## src/logic/pcr_pkg.sv

```systemverilog
package pcr_pkg;

  // configuration header byte offsets handled by this block
  localparam logic [7:0] PCR_OFF_CTRL_BASE = 8'h14;
  localparam logic [7:0] PCR_OFF_AUX_BASE = 8'h18;
  localparam logic [7:0] PCR_OFF_SUBSYS_VENDOR = 8'h2c;
  localparam logic [7:0] PCR_OFF_SUBSYS_PRODUCT = 8'h2e;
  localparam logic [7:0] PCR_OFF_CAP_PTR = 8'h34;
  localparam logic [7:0] PCR_OFF_INT_LINE = 8'h3c;
  localparam logic [7:0] PCR_OFF_INT_PIN = 8'h3d;
  localparam logic [7:0] PCR_OFF_MIN_BURST = 8'h3e;

  // dword index width of a configuration access
  localparam int PCR_IDX_W = 6;

  // base register layouts: writable base bits, everything else reads zero
  localparam logic [31:0] PCR_CTRL_WRITABLE_MASK = 32'hffff8000;
  localparam logic [31:0] PCR_AUX_WRITABLE_MASK = 32'hffffff00;
  localparam logic [31:0] PCR_BASE_RESET = 32'h00000000;

  // fixed and reset values
  localparam logic [15:0] PCR_SUBSYS_RESET = 16'h0000;
  localparam logic [7:0] PCR_CAP_PTR_VALUE = 8'h50;
  localparam logic [7:0] PCR_INT_LINE_RESET = 8'hff;
  localparam logic [7:0] PCR_INT_PIN_VALUE = 8'h01;
  localparam logic [7:0] PCR_MIN_BURST_VALUE = 8'h00;
  localparam logic [31:0] PCR_ZERO_WORD = 32'h00000000;

  // one configuration access, dword addressed with byte enables
  typedef struct packed {
    logic rd;
    logic wr;
    logic [PCR_IDX_W-1:0] index;
    logic [3:0] be;
    logic [31:0] wdata;
  } pcr_cfg_req_type;

  // subsystem words delivered by the serial configuration memory loader
  typedef struct packed {
    logic valid;
    logic [15:0] vendor;
    logic [15:0] product;
  } pcr_rom_load_type;

  // memory transaction address presented for decode
  typedef struct packed {
    logic valid;
    logic [31:0] addr;
  } pcr_mem_req_type;

endpackage

```

## src/logic/pcr_config_upper.sv

```systemverilog
// Summary of operation
// - control space base bits 31..15 are host writable to place the 32 KB region
// - control space base bits 14..4 ignore writes and read zero
// - prefetchable bit 3 of both base registers reads zero
// - type field bits 2..1 of both base registers reads 00
// - space indicator bit 0 of both base registers reads zero
// - auxiliary window low eight bits read zero and are not writable
// - with auxiliary bus disabled, its base ignores writes and reads zero
// - with auxiliary bus enabled, base bits 31..8 are host writable
// - auxiliary base bits 7..4 ignore writes and read zero
// - subsystem vendor and product codes writable only while write lock is 0
// - subsystem codes load from serial memory, else reset to zero
// - capability pointer reads fixed 50h
// - interrupt routing byte is read/write, resets to FFh
// - interrupt pin reads fixed 01h, meaning INTA
// - minimum burst period is read-only 00h
`timescale 1ns/10ps
module pcr_config_upper (
  // clock and reset
  input wire logic CLK_I,
  input wire logic RESET_I,
  // configuration access from the host interface
  input pcr_pkg::pcr_cfg_req_type CFG_REQ_I,
  output logic [31:0] CFG_RDATA_O,
  output logic CFG_ACK_O,
  // controls from the miscellaneous control register
  input wire logic AUX_BUS_ENABLE_I,
  input wire logic SUBSYSTEM_WRITE_LOCK_I,
  // serial configuration memory load
  input pcr_pkg::pcr_rom_load_type ROM_LOAD_I,
  // memory transaction decode
  input pcr_pkg::pcr_mem_req_type MEM_REQ_I,
  output logic CTRL_SPACE_HIT_O,
  output logic AUX_WINDOW_HIT_O,
  // interrupt routing byte for system use
  output logic [7:0] INTERRUPT_ROUTING_LINE_O
);
  import pcr_pkg::*;

  localparam logic [PCR_IDX_W-1:0] IDX_CTRL = PCR_OFF_CTRL_BASE[7:2];
  localparam logic [PCR_IDX_W-1:0] IDX_AUX = PCR_OFF_AUX_BASE[7:2];
  localparam logic [PCR_IDX_W-1:0] IDX_SUBSYS = PCR_OFF_SUBSYS_VENDOR[7:2];
  localparam logic [PCR_IDX_W-1:0] IDX_CAP = PCR_OFF_CAP_PTR[7:2];
  localparam logic [PCR_IDX_W-1:0] IDX_INT = PCR_OFF_INT_LINE[7:2];
  localparam int LANE_VENDOR = PCR_OFF_SUBSYS_VENDOR[1:0];
  localparam int LANE_PRODUCT = PCR_OFF_SUBSYS_PRODUCT[1:0];
  localparam int LANE_CAP = PCR_OFF_CAP_PTR[1:0];
  localparam int LANE_LINE = PCR_OFF_INT_LINE[1:0];
  localparam int LANE_PIN = PCR_OFF_INT_PIN[1:0];
  localparam int LANE_MINB = PCR_OFF_MIN_BURST[1:0];

  logic [31:0] ctrl_base;
  logic [31:0] aux_base;
  logic ctrl_wr;
  logic aux_wr;
  logic subsys_wr;
  logic [15:0] vendor_reg;
  logic [15:0] vendor_next;
  logic [15:0] product_reg;
  logic [15:0] product_next;
  logic [7:0] line_reg;
  logic [7:0] line_next;
  logic [31:0] rdata_reg;
  logic [31:0] rdata_next;
  logic ack_reg;
  logic ack_next;
  logic ctrl_hit_reg;
  logic ctrl_hit_next;
  logic aux_hit_reg;
  logic aux_hit_next;

  // write strobes per register
  assign ctrl_wr = CFG_REQ_I.wr && (CFG_REQ_I.index == IDX_CTRL);
  assign aux_wr = CFG_REQ_I.wr && (CFG_REQ_I.index == IDX_AUX) && AUX_BUS_ENABLE_I;
  assign subsys_wr = CFG_REQ_I.wr && (CFG_REQ_I.index == IDX_SUBSYS) && !SUBSYSTEM_WRITE_LOCK_I;

  // control space base: only bits 31..15 stored, low field reads zero
  pcr_base_reg #(
    .WRITE_MASK(PCR_CTRL_WRITABLE_MASK),
    .RESET_VALUE(PCR_BASE_RESET)
  ) u_ctrl_base (
    .clk_i(CLK_I),
    .rst_i(RESET_I),
    .clear_i(1'b0),
    .wr_i(ctrl_wr),
    .be_i(CFG_REQ_I.be),
    .wdata_i(CFG_REQ_I.wdata),
    .value_o(ctrl_base)
  );

  // auxiliary window base: cleared while the auxiliary bus is off
  pcr_base_reg #(
    .WRITE_MASK(PCR_AUX_WRITABLE_MASK),
    .RESET_VALUE(PCR_BASE_RESET)
  ) u_aux_base (
    .clk_i(CLK_I),
    .rst_i(RESET_I),
    .clear_i(!AUX_BUS_ENABLE_I),
    .wr_i(aux_wr),
    .be_i(CFG_REQ_I.be),
    .wdata_i(CFG_REQ_I.wdata),
    .value_o(aux_base)
  );

  // subsystem codes and interrupt routing byte; loader wins over a host write
  always_comb begin
    vendor_next = vendor_reg;
    product_next = product_reg;
    line_next = line_reg;
    if (ROM_LOAD_I.valid) begin
      vendor_next = ROM_LOAD_I.vendor;
      product_next = ROM_LOAD_I.product;
    end else if (subsys_wr) begin
      for (int b = 0; b < 2; b++) begin
        if (CFG_REQ_I.be[LANE_VENDOR + b]) begin
          vendor_next[8*b +: 8] = CFG_REQ_I.wdata[8*(LANE_VENDOR + b) +: 8];
        end
        if (CFG_REQ_I.be[LANE_PRODUCT + b]) begin
          product_next[8*b +: 8] = CFG_REQ_I.wdata[8*(LANE_PRODUCT + b) +: 8];
        end
      end
    end
    if (CFG_REQ_I.wr && (CFG_REQ_I.index == IDX_INT) && CFG_REQ_I.be[LANE_LINE]) begin
      line_next = CFG_REQ_I.wdata[8*LANE_LINE +: 8];
    end
  end

  // subsystem and routing storage
  always_ff @(posedge CLK_I) begin
    if (RESET_I) begin
      vendor_reg <= PCR_SUBSYS_RESET;
      product_reg <= PCR_SUBSYS_RESET;
      line_reg <= PCR_INT_LINE_RESET;
    end else begin
      vendor_reg <= vendor_next;
      product_reg <= product_next;
      line_reg <= line_next;
    end
  end

  // read mux and acknowledge for dwords owned by this block
  always_comb begin
    rdata_next = PCR_ZERO_WORD;
    ack_next = 1'b0;
    if (CFG_REQ_I.rd || CFG_REQ_I.wr) begin
      case (CFG_REQ_I.index)
        IDX_CTRL: begin
          ack_next = 1'b1;
          rdata_next = ctrl_base;
        end
        IDX_AUX: begin
          ack_next = 1'b1;
          rdata_next = AUX_BUS_ENABLE_I ? aux_base : PCR_ZERO_WORD;
        end
        IDX_SUBSYS: begin
          ack_next = 1'b1;
          rdata_next[8*LANE_VENDOR +: 16] = vendor_reg;
          rdata_next[8*LANE_PRODUCT +: 16] = product_reg;
        end
        IDX_CAP: begin
          ack_next = 1'b1;
          rdata_next[8*LANE_CAP +: 8] = PCR_CAP_PTR_VALUE;
        end
        IDX_INT: begin
          ack_next = 1'b1;
          rdata_next[8*LANE_LINE +: 8] = line_reg;
          rdata_next[8*LANE_PIN +: 8] = PCR_INT_PIN_VALUE;
          rdata_next[8*LANE_MINB +: 8] = PCR_MIN_BURST_VALUE;
        end
        default: begin
          ack_next = 1'b0;
        end
      endcase
      if (!CFG_REQ_I.rd) begin
        rdata_next = PCR_ZERO_WORD;
      end
    end
  end

  // memory decode against the writable base bits
  always_comb begin
    ctrl_hit_next = MEM_REQ_I.valid &&
      ((MEM_REQ_I.addr & PCR_CTRL_WRITABLE_MASK) == ctrl_base);
    aux_hit_next = MEM_REQ_I.valid && AUX_BUS_ENABLE_I &&
      ((MEM_REQ_I.addr & PCR_AUX_WRITABLE_MASK) == aux_base);
  end

  // answer and decode registers
  always_ff @(posedge CLK_I) begin
    if (RESET_I) begin
      rdata_reg <= PCR_ZERO_WORD;
      ack_reg <= 1'b0;
      ctrl_hit_reg <= 1'b0;
      aux_hit_reg <= 1'b0;
    end else begin
      rdata_reg <= rdata_next;
      ack_reg <= ack_next;
      ctrl_hit_reg <= ctrl_hit_next;
      aux_hit_reg <= aux_hit_next;
    end
  end

  // outputs come straight from registers
  assign CFG_RDATA_O = rdata_reg;
  assign CFG_ACK_O = ack_reg;
  assign CTRL_SPACE_HIT_O = ctrl_hit_reg;
  assign AUX_WINDOW_HIT_O = aux_hit_reg;
  assign INTERRUPT_ROUTING_LINE_O = line_reg;
endmodule

```

## src/logic/pcr_base_reg.sv

```systemverilog
`timescale 1ns/10ps
module pcr_base_reg #(
  parameter logic [31:0] WRITE_MASK = 32'hffffff00,
  parameter logic [31:0] RESET_VALUE = 32'h00000000
) (
  // clock and reset
  input wire logic clk_i,
  input wire logic rst_i,
  // write side
  input wire logic clear_i,
  input wire logic wr_i,
  input wire logic [3:0] be_i,
  input wire logic [31:0] wdata_i,
  // stored base
  output logic [31:0] value_o
);
  import pcr_pkg::*;

  logic [31:0] value_reg;
  wire logic [31:0] value_next;

  // a base register with no writable bit could never be placed
  if (WRITE_MASK == 32'h00000000) begin : g_bad_mask
    $error("pcr_base_reg: WRITE_MASK has no writable bit");
  end
  if ((RESET_VALUE & ~WRITE_MASK) != 32'h00000000) begin : g_bad_reset
    $error("pcr_base_reg: RESET_VALUE sets a read-only bit");
  end

  // per byte lane: clear, masked write, or hold; read-only bits stay zero
  for (genvar g = 0; g < 4; g++) begin : g_lane
    assign value_next[8*g +: 8] = clear_i ? 8'h00 :
      (wr_i && be_i[g]) ? (wdata_i[8*g +: 8] & WRITE_MASK[8*g +: 8]) : value_reg[8*g +: 8];
  end

  // storage
  always_ff @(posedge clk_i) begin
    if (rst_i) begin
      value_reg <= RESET_VALUE;
    end else begin
      value_reg <= value_next;
    end
  end

  // stored value goes out straight from the register
  assign value_o = value_reg;

endmodule

```

## config.mk

```make
export PLATFORM = sky130hd
export DESIGN_NAME = pcr_config_upper
export DESIGN_NICKNAME = d
export VERILOG_FILES = /design/src/logic/pcr_pkg.sv /design/src/logic/pcr_config_upper.sv /design/src/logic/pcr_base_reg.sv
export SDC_FILE = /design/constraint.sdc
export NUM_CORES = 1
export LEC_CHECK = 0
export BUFFER_PORTS_ARGS = -buffer_cell sky130_fd_sc_hd__clkbuf_2
export CORE_MARGIN = 4
export CORE_UTILIZATION = 42
export DETAILED_ROUTE_END_ITERATION = 12
export PLACE_DENSITY = 0.76
export SYNTH_ARGS = -nofsm -noshare
export SYNTH_HDL_FRONTEND = slang
export SYNTH_SLANG_ARGS = --single-unit
```

## constraint.sdc

```tcl
create_clock -name CLK_I -period 3.5 [get_ports CLK_I]
set_input_delay 0.7 -clock CLK_I [delete_from_list [all_inputs] [get_ports CLK_I]]
set_output_delay 0.7 -clock CLK_I [all_outputs]
set_load 0.01 [all_outputs]
```

==> summary.md <==
| Metric | Value |
|---|---|
| Mean Syn Cell Area | 9.08 um2 |
| Largest net degree at the start of global routing | 66 |
| Area Growth Syn to Fin | 29.4% |
| Leakage | 2.90 nW |
| Cts hold-fix bufs | 0 |
| DR iter-0 viols | 515 |
| Result of the run | complete, no violations |
| GRT Overall Usage | 23.1% |
| Hold Crit Class | reg2reg |
| Multi-input logic area | 2450 um2 |
| CP Depth | 5 |
| Pins over their slew limit | 0 |
| Met1 Track Usage GR | 27.1% |
| Routed len/inst | 18.9 um |
| Post-synth top area share | 46.0% |
| Detail Placement HPWL | 11200 um |
| Pre-CTS setup slack | 0.927 ns |
| Max-cap violations | 0 |
| Worst r2r path cells | 4 |
| Synth top area cells | dfxtp_1, mux2i_1, nor2_1 |
| Synthesized cell area | 5050 um2 |
| CP max-delay cell | nor2_2 |
| Skew final | 0.00522 ns |
| CTS resizes | 0 |
| # H-tree levels | 4 |
| Period minus WS final | 2.18 ns |
| Worst Tran Pin Value | 0.889 ns |
| WL final | 16100 um |
| RSZ-0062 raised after global routing | false |
| Yosys top cell by area | dfxtp_1 |
| Layout cells sized above 1 | 27.4% |
| WP buf/inv | 1 |
| Commonest non-fill, non-tap cell in the layout | clkbuf_2 |
| Top_reg_cell synth | dfxtp_1 |
| IO Port Bufs | 148 |
| CP Launch Type | input pin |
| Cells after synthesis | 556 |
| GR peak layer | met2 |
| CP Class | in2reg |
| Antenna Violating Nets Remaining | 0 |
| CTS tree | yes |
| Placed Cells | 820 |
| Post-synth net total | 670 |
| Slew margin rel. | 40.7% |
| Post-CTS setup buffers | 0 |
| CTS clk-pin slew, worst paths | 0.05 ns |
| Residual DRC | 0 |
| Initial Utilization | 43.6% |
| Root Buffer | clkbuf_16 |
| Final setup TNS | 0 ns |
| Library cells used by synthesis | 37 |
| Met3 Usage GRT | 7.45% |
| Arr. time, crit path | 2.52 ns |
| IO Count | 157 |
| Pwr Total | 3.43 mW |
| Core Footprint | 11600 um2 |
| Sequential share of the synthesized area | 46.0% |
| Crit end category | flip-flop |
| Most frequent cells in the layout | clkbuf_2, dfxtp_1, nor2_1 |
| Overflow after GRT | 0 |
| Fraction of registers with async set or reset after synthesis | 0% |
| Reg-to-reg setup timing slack | 1.98 ns |
| Clock latency on the worst-skew pair | 0.41 ns |
| Register area | 2320 um2 |
| FP Rows | 39 |
| CP peak stage delay | 0.76 ns |
| First-pass GRT wire length | 25800 um |
| Initial antenna violation count | 0 |
| # diodes | 0 |
| Post-route setup slack | 1.32 ns |
| Hold Violations, Final | 0 |
| Die W | 118 um |
| Via count of the first global-routing pass | 5034 |
| CTS buffer count | 17 |
| Via count | 4920 |
| Hold path depth | 2 |
| P per Cell Area | 526 nW/um2 |
| M2 GR Usage | 38.1% |
| Number of synthesized flops with an enable pin | 0 |
| Post-route insts no fill | 852 |
| Die Ht | 118 um |
| Fin nets | 810 |
| Max frequency | 459 MHz |
| GPL Wtd Cong | 0.850 |
| Fill cells | 1044 |
| Max FFs per register | 32 |
| FF+latch count, synth | 116 |
| Vias per cell | 5.77 |
| Critical-path cell list | clkbuf_2 -> or3b_1 -> nor2_2 -> a222oi_1 -> nor2_1 |
| Top Family by Delay on Critical Path | simple AND/OR/NAND/NOR gates |
| Clk sinks | 116 |
| Die footprint | 13800 um2 |
| Critical Path RT | 3.84 ns |
| Maximum VDD drop | 298 uV |
| 1st-pass router iterations | 5 |
| Ratio of final minimum period to clock period | 62.3% |
| Ys Warns | 0 |
| CP max FO | 17 |
| Final Setup Violations | 0 |
| CTS max path bufs | 2 |
worst reg2reg max path, cell delays in order, from the launching register on:
cell     delay (ns)
dfxtp_1        0.33
xor2_1         0.18
nor4_1         0.36
nand4_1        0.19
nor4_1         0.36
power by group:
| part | internal, mW | switching, mW | leakage [nW] |
|---|---|---|---|
| clock | 1.24 | 0.589 | 0.310 |
| combinational | 0.0988 | 0.141 | 1.64 |
| sequential | 1.35 | 0.0148 | 0.943 |
| total | 2.69 | 0.745 | 2.90 |
path summary, 6_finish.rpt:
kind,endpoint,startpoint
max,CFG_RDATA_O[23],CFG_REQ_I[41]
min reg2reg,CFG_RDATA_O[4],vendor_reg[4]
max reg2reg,AUX_WINDOW_HIT_O,u_aux_base.value_o[19]
min,CFG_RDATA_O[4],vendor_reg[4]
layer usage:
metal	share of wire (%)	wire (um)
met4	3.6	578
met5	0	0
met2	48	7770
met3	8.3	1340
met1	40	6420
cell type report:
| class | instances | area share, % |
|---|---|---|
| Clock buffer | 22 | 7.26 |
| Clock inverter | 10 | 2.34 |
| Inverter | 34 | 1.95 |
| Multi-Input combinational cell | 368 | 37.5 |
| Sequential cell | 116 | 35.6 |
| Tap cell | 143 | 2.74 |
| Timing Repair Buffer | 159 | 12.6 |
Yosys cell counts (all sizes together), types with 14 or more instances:
cell type and number:
a221oi 33, dfxtp 116, inv 34, a222oi 17, a31oi 32, mux2i 41
nor2 83, xnor2 25, nor3 14, xor2 16, clkbuf 25, nand2 39
per-stage QoR:
step	area, um2	hold WS [ns]	utilization (%)
2_1_floorplan	5050	0.432	-
3_3_place_gp	5900	0.447	51.0
3_5_place_dp	5900	0.444	51.0
4_1_cts	6530	0.457	56.5
5_1_grt	6530	0.476	56.5
6_report	6530	0.455	56.5
kinds of logic (layout without fill, tap and decap cells):
kind of cell / Yosys count / in the layout / synth area share [%]
AO/OA/AOI/OAI: 113 / 113 / 16.8
XOR/XNOR: 41 / 41 / 7.12
buffers and inverters: 72 / 225 / 5.65
flip-flops: 116 / 116 / 46.0
multiplexers: 41 / 41 / 8.13
AND/OR/NAND/NOR: 173 / 173 / 16.2
Note: power is estimated with default switching activity, not from simulation.
